**src/inc/mgmt_host_pkg.sv**
```systemverilog
// Purpose: constants for the serial management host controller
// Assumes: 50 MHz system clock, AXI4-Lite register port
// Notes: register offsets are byte addresses of aligned words
//
// Contract
// - every frame opens with thirty-two one bits of preamble
// - start 01, opcode 10 read or 01 write, then phy and register address
// - read: drive line, shift preamble through register address, one bit per cycle
// - after one z cycle the phy drives zero; a one means no answer
// - read sixteen data bits, bit 15 first, bit 0 last
// - write: drive line, shift six fields including turnaround 10
// - write sixteen data bits msb first; every frame ends with a z cycle
// - read cycle: clock low 200 ns, high 200 ns, sample, wait 200 ns
// - write cycle: clock low 200 ns, high with data, wait 200 ns
// - z cycle: clock low, high, release line, wait 200 ns
// - detect external phy: release line, read data bit, one means present
// - scan addresses 0 to 31 except 11000b, record responders, fail if none
// - probe: reset phy, poll reset bit, fail after 2 s or second read set
// - capable but incomplete: set restart, poll completion up to 2 s
// - choose highest common bit 5..9 of local and partner ability, else fail
package mgmt_host_pkg;
	localparam int clock_mhz = 50;
	localparam int half_time_ns = 200;
	localparam int half_cycles = (half_time_ns * clock_mhz + 999) / 1000;
	localparam longint poll_time_ms = 2000;
	localparam int poll_cycles = int'(poll_time_ms * 1000 * clock_mhz);
	localparam int preamble_bits = 32;
	localparam int data_bits = 16;
	localparam logic [1:0] start_code = 2'h1;
	localparam logic [1:0] op_read = 2'h2;
	localparam logic [1:0] op_write = 2'h1;
	localparam logic [1:0] turn_write = 2'h2;
	localparam logic [4:0] internal_phy = 5'h18;
	localparam logic [4:0] reg_control = 5'h00;
	localparam logic [4:0] reg_status = 5'h01;
	localparam logic [4:0] reg_local_ability = 5'h04;
	localparam logic [4:0] reg_partner_ability = 5'h05;
	localparam int bit_reset = 15;
	localparam int bit_restart = 9;
	localparam int bit_done = 5;
	localparam int bit_capable = 3;
	localparam int bit_extended = 0;
	localparam int mode_low = 5;
	localparam int mode_high = 9;
	// register offsets
	localparam logic [7:0] addr_command = 8'h00;
	localparam logic [7:0] addr_write_data = 8'h04;
	localparam logic [7:0] addr_status = 8'h08;
	localparam logic [7:0] addr_read_data = 8'h0c;
	localparam logic [7:0] addr_result = 8'h10;
	localparam logic [7:0] addr_found = 8'h14;
	// command codes in command[18:16]
	localparam logic [2:0] cmd_read = 3'h1;
	localparam logic [2:0] cmd_write = 3'h2;
	localparam logic [2:0] cmd_detect = 3'h3;
	localparam logic [2:0] cmd_scan = 3'h4;
	localparam logic [2:0] cmd_probe = 3'h5;
	localparam logic [1:0] resp_okay = 2'h0;
	localparam logic [1:0] resp_slverr = 2'h2;
	typedef enum logic [3:0] {
		st_idle = 4'h0, st_frame = 4'h1, st_done_frame = 4'h3, st_scan = 4'h2,
		st_reset_wr = 4'h6, st_reset_poll = 4'h7, st_status = 4'h5, st_restart = 4'h4,
		st_poll_done = 4'hc, st_adv = 4'hd, st_partner = 4'hf, st_finish = 4'he
	} seq_type;
endpackage

```
**src/rtl/mgmt_host.sv**
```systemverilog
// Purpose: host controller that runs management frames and the phy probe sequence
// Assumes: AXI4-Lite slave port on clock, serial pins of the managed device
// Notes: one bit cycle is low, high and settle phases of half_cycles each
//
// Design decisions made here: register access over AXI4-Lite and the register offsets.
`timescale 1ns/1ns
module mgmt_host #(
	parameter int poll_limit = mgmt_host_pkg::poll_cycles,
	parameter int half_limit = mgmt_host_pkg::half_cycles
) (
	// clock and reset
	input wire logic clock,
	input wire logic rst_n,
	// axi4-lite write address and data
	input wire logic [7:0] awaddr,
	input wire logic awvalid,
	output logic awready,
	input wire logic [31:0] wdata,
	input wire logic [3:0] wstrb,
	input wire logic wvalid,
	output logic wready,
	output logic [1:0] bresp,
	output logic bvalid,
	input wire logic bready,
	// axi4-lite read
	input wire logic [7:0] araddr,
	input wire logic arvalid,
	output logic arready,
	output logic [31:0] rdata,
	output logic [1:0] rresp,
	output logic rvalid,
	input wire logic rready,
	// device serial control bits
	output logic serial_clock_bit,
	output logic serial_data_bit,
	output logic drive_direction_bit,
	input wire logic serial_data_in
);
	// register state
	logic [31:0] command;
	logic [15:0] write_data;
	logic [15:0] read_data;
	logic [31:0] found;
	logic busy;
	logic fail;
	logic no_answer;
	logic present;
	logic [2:0] link_mode;
	logic start_pulse;
	// frame engine state
	mgmt_host_pkg::seq_type seq;
	logic frame_go;
	logic frame_active;
	logic frame_read;
	logic [4:0] frame_phy;
	logic [4:0] frame_reg;
	logic [15:0] frame_wdata;
	logic [6:0] bit_index;
	logic [1:0] phase;
	logic [15:0] half_count;
	logic [63:0] shift_out;
	logic [16:0] shift_in;
	logic data_sync1;
	logic data_sync2;
	logic [31:0] poll_count;
	logic [5:0] scan_phy;
	logic [15:0] local_ability;
	logic aw_taken;
	logic w_taken;
	logic [7:0] aw_hold;
	logic [31:0] w_hold;

	// highest common link mode bit
	function automatic logic [2:0] pick_mode(input logic [15:0] a, input logic [15:0] b);
		logic [2:0] m;
		m = 3'h0;
		for (int i = mgmt_host_pkg::mode_low; i <= mgmt_host_pkg::mode_high; i++)
		begin
			if (a[i] && b[i])
				m = 3'(i - mgmt_host_pkg::mode_low + 1);
		end
		return m;
	endfunction

	// data line input synchroniser
	always_ff @(posedge clock or negedge rst_n)
	begin
		if (!rst_n)
		begin
			data_sync1 <= 1'b0;
			data_sync2 <= 1'b0;
		end
		else
		begin
			data_sync1 <= serial_data_in;
			data_sync2 <= data_sync1;
		end
	end

	// axi write channel with independent address and data acceptance
	always_ff @(posedge clock or negedge rst_n)
	begin
		if (!rst_n)
		begin
			awready <= 1'b1;
			wready <= 1'b1;
			aw_taken <= 1'b0;
			w_taken <= 1'b0;
			aw_hold <= 8'h00;
			w_hold <= 32'h0;
			bvalid <= 1'b0;
			bresp <= mgmt_host_pkg::resp_okay;
			command <= 32'h0;
			write_data <= 16'h0000;
			start_pulse <= 1'b0;
		end
		else
		begin
			start_pulse <= 1'b0;
			if (awvalid && awready)
			begin
				aw_hold <= awaddr;
				aw_taken <= 1'b1;
				awready <= 1'b0;
			end
			if (wvalid && wready)
			begin
				w_hold <= wdata;
				w_taken <= 1'b1;
				wready <= 1'b0;
			end
			if (aw_taken && w_taken && !bvalid)
			begin
				bvalid <= 1'b1;
				bresp <= mgmt_host_pkg::resp_okay;
				if (aw_hold == mgmt_host_pkg::addr_command)
				begin
					if (!busy && wstrb != 4'h0)
					begin
						command <= w_hold;
						start_pulse <= 1'b1;
					end
				end
				else if (aw_hold == mgmt_host_pkg::addr_write_data)
					write_data <= w_hold[15:0];
				else
					bresp <= mgmt_host_pkg::resp_slverr;
			end
			if (bvalid && bready)
			begin
				bvalid <= 1'b0;
				aw_taken <= 1'b0;
				w_taken <= 1'b0;
				awready <= 1'b1;
				wready <= 1'b1;
			end
		end
	end

	// axi read channel
	always_ff @(posedge clock or negedge rst_n)
	begin
		if (!rst_n)
		begin
			arready <= 1'b1;
			rvalid <= 1'b0;
			rdata <= 32'h0;
			rresp <= mgmt_host_pkg::resp_okay;
		end
		else if (arvalid && arready)
		begin
			arready <= 1'b0;
			rvalid <= 1'b1;
			rresp <= mgmt_host_pkg::resp_okay;
			if (araddr == mgmt_host_pkg::addr_command)
				rdata <= command;
			else if (araddr == mgmt_host_pkg::addr_write_data)
				rdata <= {16'h0000, write_data};
			else if (araddr == mgmt_host_pkg::addr_status)
				rdata <= {28'h0, present, no_answer, fail, busy};
			else if (araddr == mgmt_host_pkg::addr_read_data)
				rdata <= {16'h0000, read_data};
			else if (araddr == mgmt_host_pkg::addr_result)
				rdata <= {29'h0, link_mode};
			else if (araddr == mgmt_host_pkg::addr_found)
				rdata <= found;
			else
			begin
				rdata <= 32'h0;
				rresp <= mgmt_host_pkg::resp_slverr;
			end
		end
		else if (rvalid && rready)
		begin
			rvalid <= 1'b0;
			arready <= 1'b1;
		end
	end

	// bit engine: one bit cycle is low, high then settle, each half_limit long
	always_ff @(posedge clock or negedge rst_n)
	begin
		if (!rst_n)
		begin
			frame_active <= 1'b0;
			bit_index <= 7'h00;
			phase <= 2'h0;
			half_count <= 16'h0000;
			shift_out <= 64'h0;
			shift_in <= 17'h00000;
			serial_clock_bit <= 1'b0;
			serial_data_bit <= 1'b1;
			drive_direction_bit <= 1'b0;
		end
		else if (frame_go && !frame_active)
		begin
			frame_active <= 1'b1;
			bit_index <= 7'h00;
			phase <= 2'h0;
			half_count <= 16'h0000;
			drive_direction_bit <= 1'b1;
			shift_out <= {32'hffffffff, mgmt_host_pkg::start_code,
				frame_read ? mgmt_host_pkg::op_read : mgmt_host_pkg::op_write,
				frame_phy, frame_reg, mgmt_host_pkg::turn_write, frame_wdata};
		end
		else if (frame_active)
		begin
			if (half_count != 16'(half_limit - 1))
				half_count <= half_count + 16'h0001;
			else
			begin
				half_count <= 16'h0000;
				phase <= phase + 2'h1;
				if (phase == 2'h0)
					serial_clock_bit <= 1'b0;
				else if (phase == 2'h1)
				begin
					serial_clock_bit <= 1'b1;
					// write bits go out with the rising clock
					if (drive_direction_bit && bit_index < 7'd64)
					begin
						serial_data_bit <= shift_out[63];
						shift_out <= {shift_out[62:0], 1'b0};
					end
					// the z cycle releases the line on the same clock edge that raises the serial clock
					if ((frame_read && bit_index == 7'd46) || bit_index == 7'd64
						|| (frame_read && bit_index == 7'd64))
						drive_direction_bit <= 1'b0;
				end
				else
				begin
					phase <= 2'h0;
					// sample after high time, read cycles only
					if (frame_read && bit_index > 7'd46 && bit_index < 7'd64)
						shift_in <= {shift_in[15:0], data_sync2};
					if (bit_index == 7'd64)
					begin
						frame_active <= 1'b0;
						serial_data_bit <= 1'b1;
					end
					bit_index <= bit_index + 7'h01;
				end
			end
		end
	end

	// sequencer for frames, scan and probe
	always_ff @(posedge clock or negedge rst_n)
	begin
		if (!rst_n)
		begin
			seq <= mgmt_host_pkg::st_idle;
			busy <= 1'b0;
			fail <= 1'b0;
			no_answer <= 1'b0;
			present <= 1'b0;
			link_mode <= 3'h0;
			found <= 32'h0;
			read_data <= 16'h0000;
			frame_go <= 1'b0;
			frame_read <= 1'b1;
			frame_phy <= 5'h00;
			frame_reg <= 5'h00;
			frame_wdata <= 16'h0000;
			poll_count <= 32'h0;
			scan_phy <= 6'h00;
			local_ability <= 16'h0000;
		end
		else
		begin
			frame_go <= 1'b0;
			case (seq)
				mgmt_host_pkg::st_idle:
				if (start_pulse)
				begin
					busy <= 1'b1;
					fail <= 1'b0;
					frame_phy <= command[12:8];
					frame_reg <= command[4:0];
					frame_wdata <= write_data;
					poll_count <= 32'h0;
					if (command[18:16] == mgmt_host_pkg::cmd_read
						|| command[18:16] == mgmt_host_pkg::cmd_write)
					begin
						frame_read <= command[18:16] == mgmt_host_pkg::cmd_read;
						frame_go <= 1'b1;
						seq <= mgmt_host_pkg::st_frame;
					end
					else if (command[18:16] == mgmt_host_pkg::cmd_detect)
					begin
						present <= data_sync2;
						busy <= 1'b0;
					end
					else if (command[18:16] == mgmt_host_pkg::cmd_scan)
					begin
						found <= 32'h0;
						scan_phy <= 6'h00;
						seq <= mgmt_host_pkg::st_scan;
					end
					else if (command[18:16] == mgmt_host_pkg::cmd_probe)
					begin
						frame_read <= 1'b0;
						frame_reg <= mgmt_host_pkg::reg_control;
						frame_wdata <= 16'h8000;
						frame_go <= 1'b1;
						seq <= mgmt_host_pkg::st_reset_wr;
					end
					else
						busy <= 1'b0;
				end
				mgmt_host_pkg::st_frame:
				if (!frame_go && !frame_active)
				begin
					read_data <= shift_in[15:0];
					no_answer <= frame_read & shift_in[16];
					busy <= 1'b0;
					seq <= mgmt_host_pkg::st_idle;
				end
				mgmt_host_pkg::st_scan:
				if (scan_phy[5])
				begin
					fail <= found == 32'h0;
					busy <= 1'b0;
					seq <= mgmt_host_pkg::st_idle;
				end
				else if (scan_phy[4:0] == mgmt_host_pkg::internal_phy)
					scan_phy <= scan_phy + 6'h01;
				else
				begin
					frame_read <= 1'b1;
					frame_phy <= scan_phy[4:0];
					frame_reg <= mgmt_host_pkg::reg_control;
					frame_go <= 1'b1;
					seq <= mgmt_host_pkg::st_done_frame;
				end
				mgmt_host_pkg::st_done_frame:
				if (!frame_go && !frame_active)
				begin
					found[scan_phy[4:0]] <= ~shift_in[16];
					scan_phy <= scan_phy + 6'h01;
					seq <= mgmt_host_pkg::st_scan;
				end
				mgmt_host_pkg::st_reset_wr:
				if (!frame_go && !frame_active)
				begin
					frame_read <= 1'b1;
					frame_go <= 1'b1;
					seq <= mgmt_host_pkg::st_reset_poll;
				end
				mgmt_host_pkg::st_reset_poll:
				begin
					poll_count <= poll_count + 32'h1;
					if (!frame_go && !frame_active)
					begin
						if (!shift_in[mgmt_host_pkg::bit_reset])
						begin
							// second read confirms the self-clearing reset bit
							frame_go <= 1'b1;
							seq <= mgmt_host_pkg::st_status;
						end
						else if (poll_count >= 32'(poll_limit))
							seq <= mgmt_host_pkg::st_finish;
						else
							frame_go <= 1'b1;
					end
				end
				mgmt_host_pkg::st_status:
				if (!frame_go && !frame_active)
				begin
					// reset bit only means something in the control word
					if (frame_reg == mgmt_host_pkg::reg_control)
					begin
						if (shift_in[mgmt_host_pkg::bit_reset])
							seq <= mgmt_host_pkg::st_finish;
						else
						begin
							frame_reg <= mgmt_host_pkg::reg_status;
							frame_go <= 1'b1;
						end
					end
					else if (!shift_in[mgmt_host_pkg::bit_extended]
						|| !shift_in[mgmt_host_pkg::bit_capable])
						seq <= mgmt_host_pkg::st_finish;
					else if (shift_in[mgmt_host_pkg::bit_done])
					begin
						frame_reg <= mgmt_host_pkg::reg_local_ability;
						frame_go <= 1'b1;
						seq <= mgmt_host_pkg::st_adv;
					end
					else
					begin
						frame_read <= 1'b0;
						frame_reg <= mgmt_host_pkg::reg_control;
						frame_wdata <= 16'h0200;
						frame_go <= 1'b1;
						poll_count <= 32'h0;
						seq <= mgmt_host_pkg::st_restart;
					end
				end
				mgmt_host_pkg::st_restart:
				if (!frame_go && !frame_active)
				begin
					frame_read <= 1'b1;
					frame_reg <= mgmt_host_pkg::reg_status;
					frame_go <= 1'b1;
					seq <= mgmt_host_pkg::st_poll_done;
				end
				mgmt_host_pkg::st_poll_done:
				begin
					poll_count <= poll_count + 32'h1;
					if (!frame_go && !frame_active)
					begin
						if (shift_in[mgmt_host_pkg::bit_done])
						begin
							frame_reg <= mgmt_host_pkg::reg_local_ability;
							frame_go <= 1'b1;
							seq <= mgmt_host_pkg::st_adv;
						end
						else if (poll_count >= 32'(poll_limit))
							seq <= mgmt_host_pkg::st_finish;
						else
							frame_go <= 1'b1;
					end
				end
				mgmt_host_pkg::st_adv:
				if (!frame_go && !frame_active)
				begin
					local_ability <= shift_in[15:0];
					frame_reg <= mgmt_host_pkg::reg_partner_ability;
					frame_go <= 1'b1;
					seq <= mgmt_host_pkg::st_partner;
				end
				mgmt_host_pkg::st_partner:
				if (!frame_go && !frame_active)
				begin
					link_mode <= pick_mode(local_ability, shift_in[15:0]);
					fail <= pick_mode(local_ability, shift_in[15:0]) == 3'h0;
					busy <= 1'b0;
					seq <= mgmt_host_pkg::st_idle;
				end
				default:
				begin
					fail <= 1'b1;
					link_mode <= 3'h0;
					busy <= 1'b0;
					seq <= mgmt_host_pkg::st_idle;
				end
			endcase
		end
	end
endmodule
```
**config.mk**
```make
export PLATFORM = sky130hd
export DESIGN_NAME = mgmt_host
export DESIGN_NICKNAME = d
export VERILOG_FILES = /design/src/inc/mgmt_host_pkg.sv /design/src/rtl/mgmt_host.sv
export SDC_FILE = /design/constraint.sdc
export NUM_CORES = 1
export LEC_CHECK = 0
export BUFFER_PORTS_ARGS = -buffer_cell sky130_fd_sc_hd__buf_4
export CORE_UTILIZATION = 45
export DETAILED_ROUTE_END_ITERATION = 16
export PLACE_DENSITY_LB_ADDON = 0.1
export RECOVER_POWER = 50
export SYNTH_ARGS = -nofsm -noshare
export SYNTH_HDL_FRONTEND = slang
export SYNTH_SLANG_ARGS = --single-unit
export TNS_END_PERCENT = 1
```
**constraint.sdc**
```tcl
create_clock -name clock -period 2.64 [get_ports clock]
set_clock_uncertainty 0.05 [all_clocks]
set_input_delay 0.264 -clock clock [delete_from_list [all_inputs] [get_ports clock]]
set_output_delay 0.264 -clock clock [all_outputs]
set_load 0.005 [all_outputs]
```
==> summary.md <==
| Metric | Value |
|---|---|
| Status | `finished with violations` |
| Failing checks | `capacitance limit, slew limit` |
| Num CTS Buffers | `42` |
| Primary FF master, synth | `dfrtp_1` |
| Peak VDD IR | `0.710 mV` |
| Die area | `39000 µm²` |
| Critical path class | `register to register` |
| Layout area overhead | `21.0%` |
| Core box area | `37700 µm²` |
| CTS tree | `done` |
| Critical path, cell by cell | `nor2b_1 > and2_1 > buf_4 > a32o_1 > buf_4 > nor2_1` |
| FMAX | `0.407 GHz` |
| Synth cell types | `82` |
| Fin Setup TNS | `0 ns` |
| Dominant cell by count in the synthesized netlist | `dfrtp_1` |
| Worst-path fanout max | `30` |
| Max reg flops | `64` |
| Area share of the leading cell type in the synthesized netlist | `0.534` |
| Clk root buf | `clkbuf_16` |
| Drt drc | `0` |
| # Max-Cap Violations | `1` |
| First-pass GRT wire length | `70.8 mm` |
| Die X | `197 µm` |
| Pre-CTS setup slack | `around 0.088 ns` |
| Final HPWL from detailed placement | `about 30 mm` |
| # rows | `71` |
| Unrepaired setup endpoints after global routing | `no` |
| Initial Util | `0.456` |
| Setup violators final | `0` |
| R2r worst-path depth | `6` |
| Critical Path AT | `2.82 ns` |
| Drt pass-1 iters | `6` |
| Worst setup margin | `0.183 ns` |
| Reg-to-Reg Start | `seq[2]$_DFFE_PN0P_` |
| Die Y | `197 µm` |
| Worst slew pin tran | `1.90 ns` |
| # clock sinks | `between 300 and 400` |
| Crit-path slowest cell | `dfrtp_1` |
| Hold slack | `0.0507 ns` |
| Total Power | `17900 µW` |
| Sequential share of the synthesized area | `0.542` |
| Slew HR | `-0.266` |
| Worst path max stage delay | `0.59 ns` |
| R2R Path End | `poll_count[6]$_DFFE_PN0P_` |
| Worst Hold Class | `input pin to register` |
| Final #Nets | `1911` |
| Critical path launch point type | `register` |
| Pwr/cell area | `858 nW/µm²` |
| Remaining Overflow, GRT | `0` |
| Endpoints failing hold | `0` |
| I/O Buffers | `101` |
| Share of cells above drive strength 1 | `0.216` |
| Pin count of the biggest net entering global routing | `83` |
| Synth area leaders | `dfrtp_1, mux2_2, o21ai_0` |
| CTS max path bufs | `3` |
| Routability cong. | `0.870` |
| Clock share of power | `0.333` |
| Async set or reset register ratio after synthesis | `1.00` |
| P_int | `12400 µW` |
| Vias in the first global route | `approximately 13000` |
| N_diodes | `0` |
| Cells after Synth | `1667` |
| Largest area contributor in the netlist | `dfrtp_1` |
| Logic pwr share | `0.230` |
| Synth warnings | `0` |
| Most flop-heavy register | `shift_out` |
| Vias per cell | `5.52` |
| WL final | `44.2 mm` |
| Commonest cells in the netlist | `dfrtp_1, o21ai_0, nand2_1, nor2_1, mux2_2` |
| Worst EP required | `approximately 3 ns` |
| Worst skew pair latency | `between 0.5 and 0.6 ns` |
| 1st-iter DRT viols | `886` |
| Avg Inst Size Synth | `10.3 µm²` |
| Post-synth EDFFs | `0` |
| Crit path capture type | `register` |
| # IOs | `104` |
| FF+latch count, synth | `372` |
| Final min period | `2.46 ns` |
| Switching Share | `0.305` |
| Part of the cycle the worst path needs | `0.931` |
| Critical Path Most Common Cell | `buf_4` |
| Via count | `13138` |
| GRT Total Usage | `0.231` |
| Synthesized area | `17200 µm²` |
| DRT antenna net count | `0` |
| H-tree levels | `2` |
| Worst Setup EP | `poll_count[6]$_DFFE_PN0P_` |
| Switching power | `5440 µW` |
| Initial antenna violation count | `0` |
| Fraction of power consumed by sequential logic | `0.437` |
| Worst-path clk slew | `0.05 ns` |
| Final Slew Violations | `82` |
| Drt wl/cell | `18.5 µm` |
| Final core utilization | `0.552` |
| Worst reg2reg setup slack | `0.18 ns` |
| Worst setup startpoint | `seq[2]$_DFFE_PN0P_` |
| Leak pwr | `0.00947 µW` |
| Filler cells | `3377` |
## logic make-up (layout without fill, tap and decap cells)
logic type | after synthesis | count (layout) | share of synthesized area
mux | 172 | 172 | 0.109
flops | 372 | 372 | 0.542
simple gates | 565 | 565 | 0.158
compound gates | 376 | 376 | 0.131
fa+ha+maj | 10 | 10 | 0.00728
other cells | 1 | 2 | 0.000218
xor+xnor | 45 | 45 | 0.0229
buf+inv | 126 | 329 | 0.0299
## per-layer routing
metal / vias up / track usage / wire length (µm)
met5: - / 0 / 0
met4: 0 / 0.0672 / 1050
met3: 65 / 0.0398 / 2030
met2: 303 / 0.352 / 20000
met1: 6525 / 0.338 / 21100
li1: 6245 / - / -
## final cells by class
cell class                 count  area [µm²]  share of cell area
sequential                   372        9320               0.448
multi-input combinational   1170        7410               0.356
timing repair buffer         230        1930              0.0927
clock buffer                  62        1270              0.0609
tap                          511         639              0.0307
clock inverter                12         154             0.00740
inverter                      25        93.8             0.00451
## critical path, delay by kind of cell (launching register included)
kind                   cells  cell delay (ns)
DFF                        1             0.59
AOI/OAI and AO/OA          1             0.28
buffers and inverters      2             0.56
and+or+nand+nor            3             0.84
## timing repair
action,4_1_cts,5_1_grt
setup buffers,0,0
endpoints found under the setup margin,0,1
resized for setup,0,1
hold endpoints to repair,123,0
hold buffers,53,0
## per-stage QoR
step	instances	instance area, µm²
after global placement	2255	18900
final	2382	20800
after global routing	2382	20800
after detailed placement	2255	18900
after floorplan	1668	17200
after CTS	2382	20900
## worst min-delay path by stage
| stage | to | start | slack [ns] | depth (start not counted) |
|---|---|---|---|---|
| after floorplan | aw_hold[0]$_DFFE_PN0P_ | rst_n | -0.08 | 0 |
| after global placement | shift_out[40]$_DFFE_PN0P_ | rst_n | 0.28 | 1 |
| after detailed placement | shift_out[58]$_DFFE_PN0P_ | rst_n | 0.28 | 1 |
| after CTS | start_pulse$_DFF_PN0_ | wstrb[3] | 0.02 | 3 |
| after global routing | start_pulse$_DFF_PN0_ | wstrb[3] | 0.09 | 3 |
| final | start_pulse$_DFF_PN0_ | wstrb[3] | 0.05 | 3 |
## power groups by stage
stage | registers (µW) | logic (µW) | clock network, µW
after global placement | 7850 | 3960 | 0
after floorplan | 7470 | 2660 | 0
after global routing | 7930 | 4570 | 6310
after CTS | 7790 | 4120 | 6100
after detailed placement | 7880 | 4020 | 0
final | 7800 | 4110 | 5950
## placed cells by master (no fill, tap or decap), types with 38 or more instances in the layout
| cell type | Yosys | routed |
|---|---|---|
| a21oi_1 | 78 | 78 |
| buf_4 | 4 | 157 |
| clkbuf_16 | 0 | 42 |
| dfrtp_1 | 367 | 367 |
| dlygate4sd3_1 | 0 | 53 |
| mux2_2 | 128 | 128 |
| mux2i_1 | 44 | 44 |
| nand2_1 | 185 | 185 |
| nand3_1 | 49 | 49 |
| nor2_1 | 171 | 171 |
| o21ai_0 | 188 | 188 |
| xor2_1 | 38 | 38 |
Power figures use the tool's default switching activity.
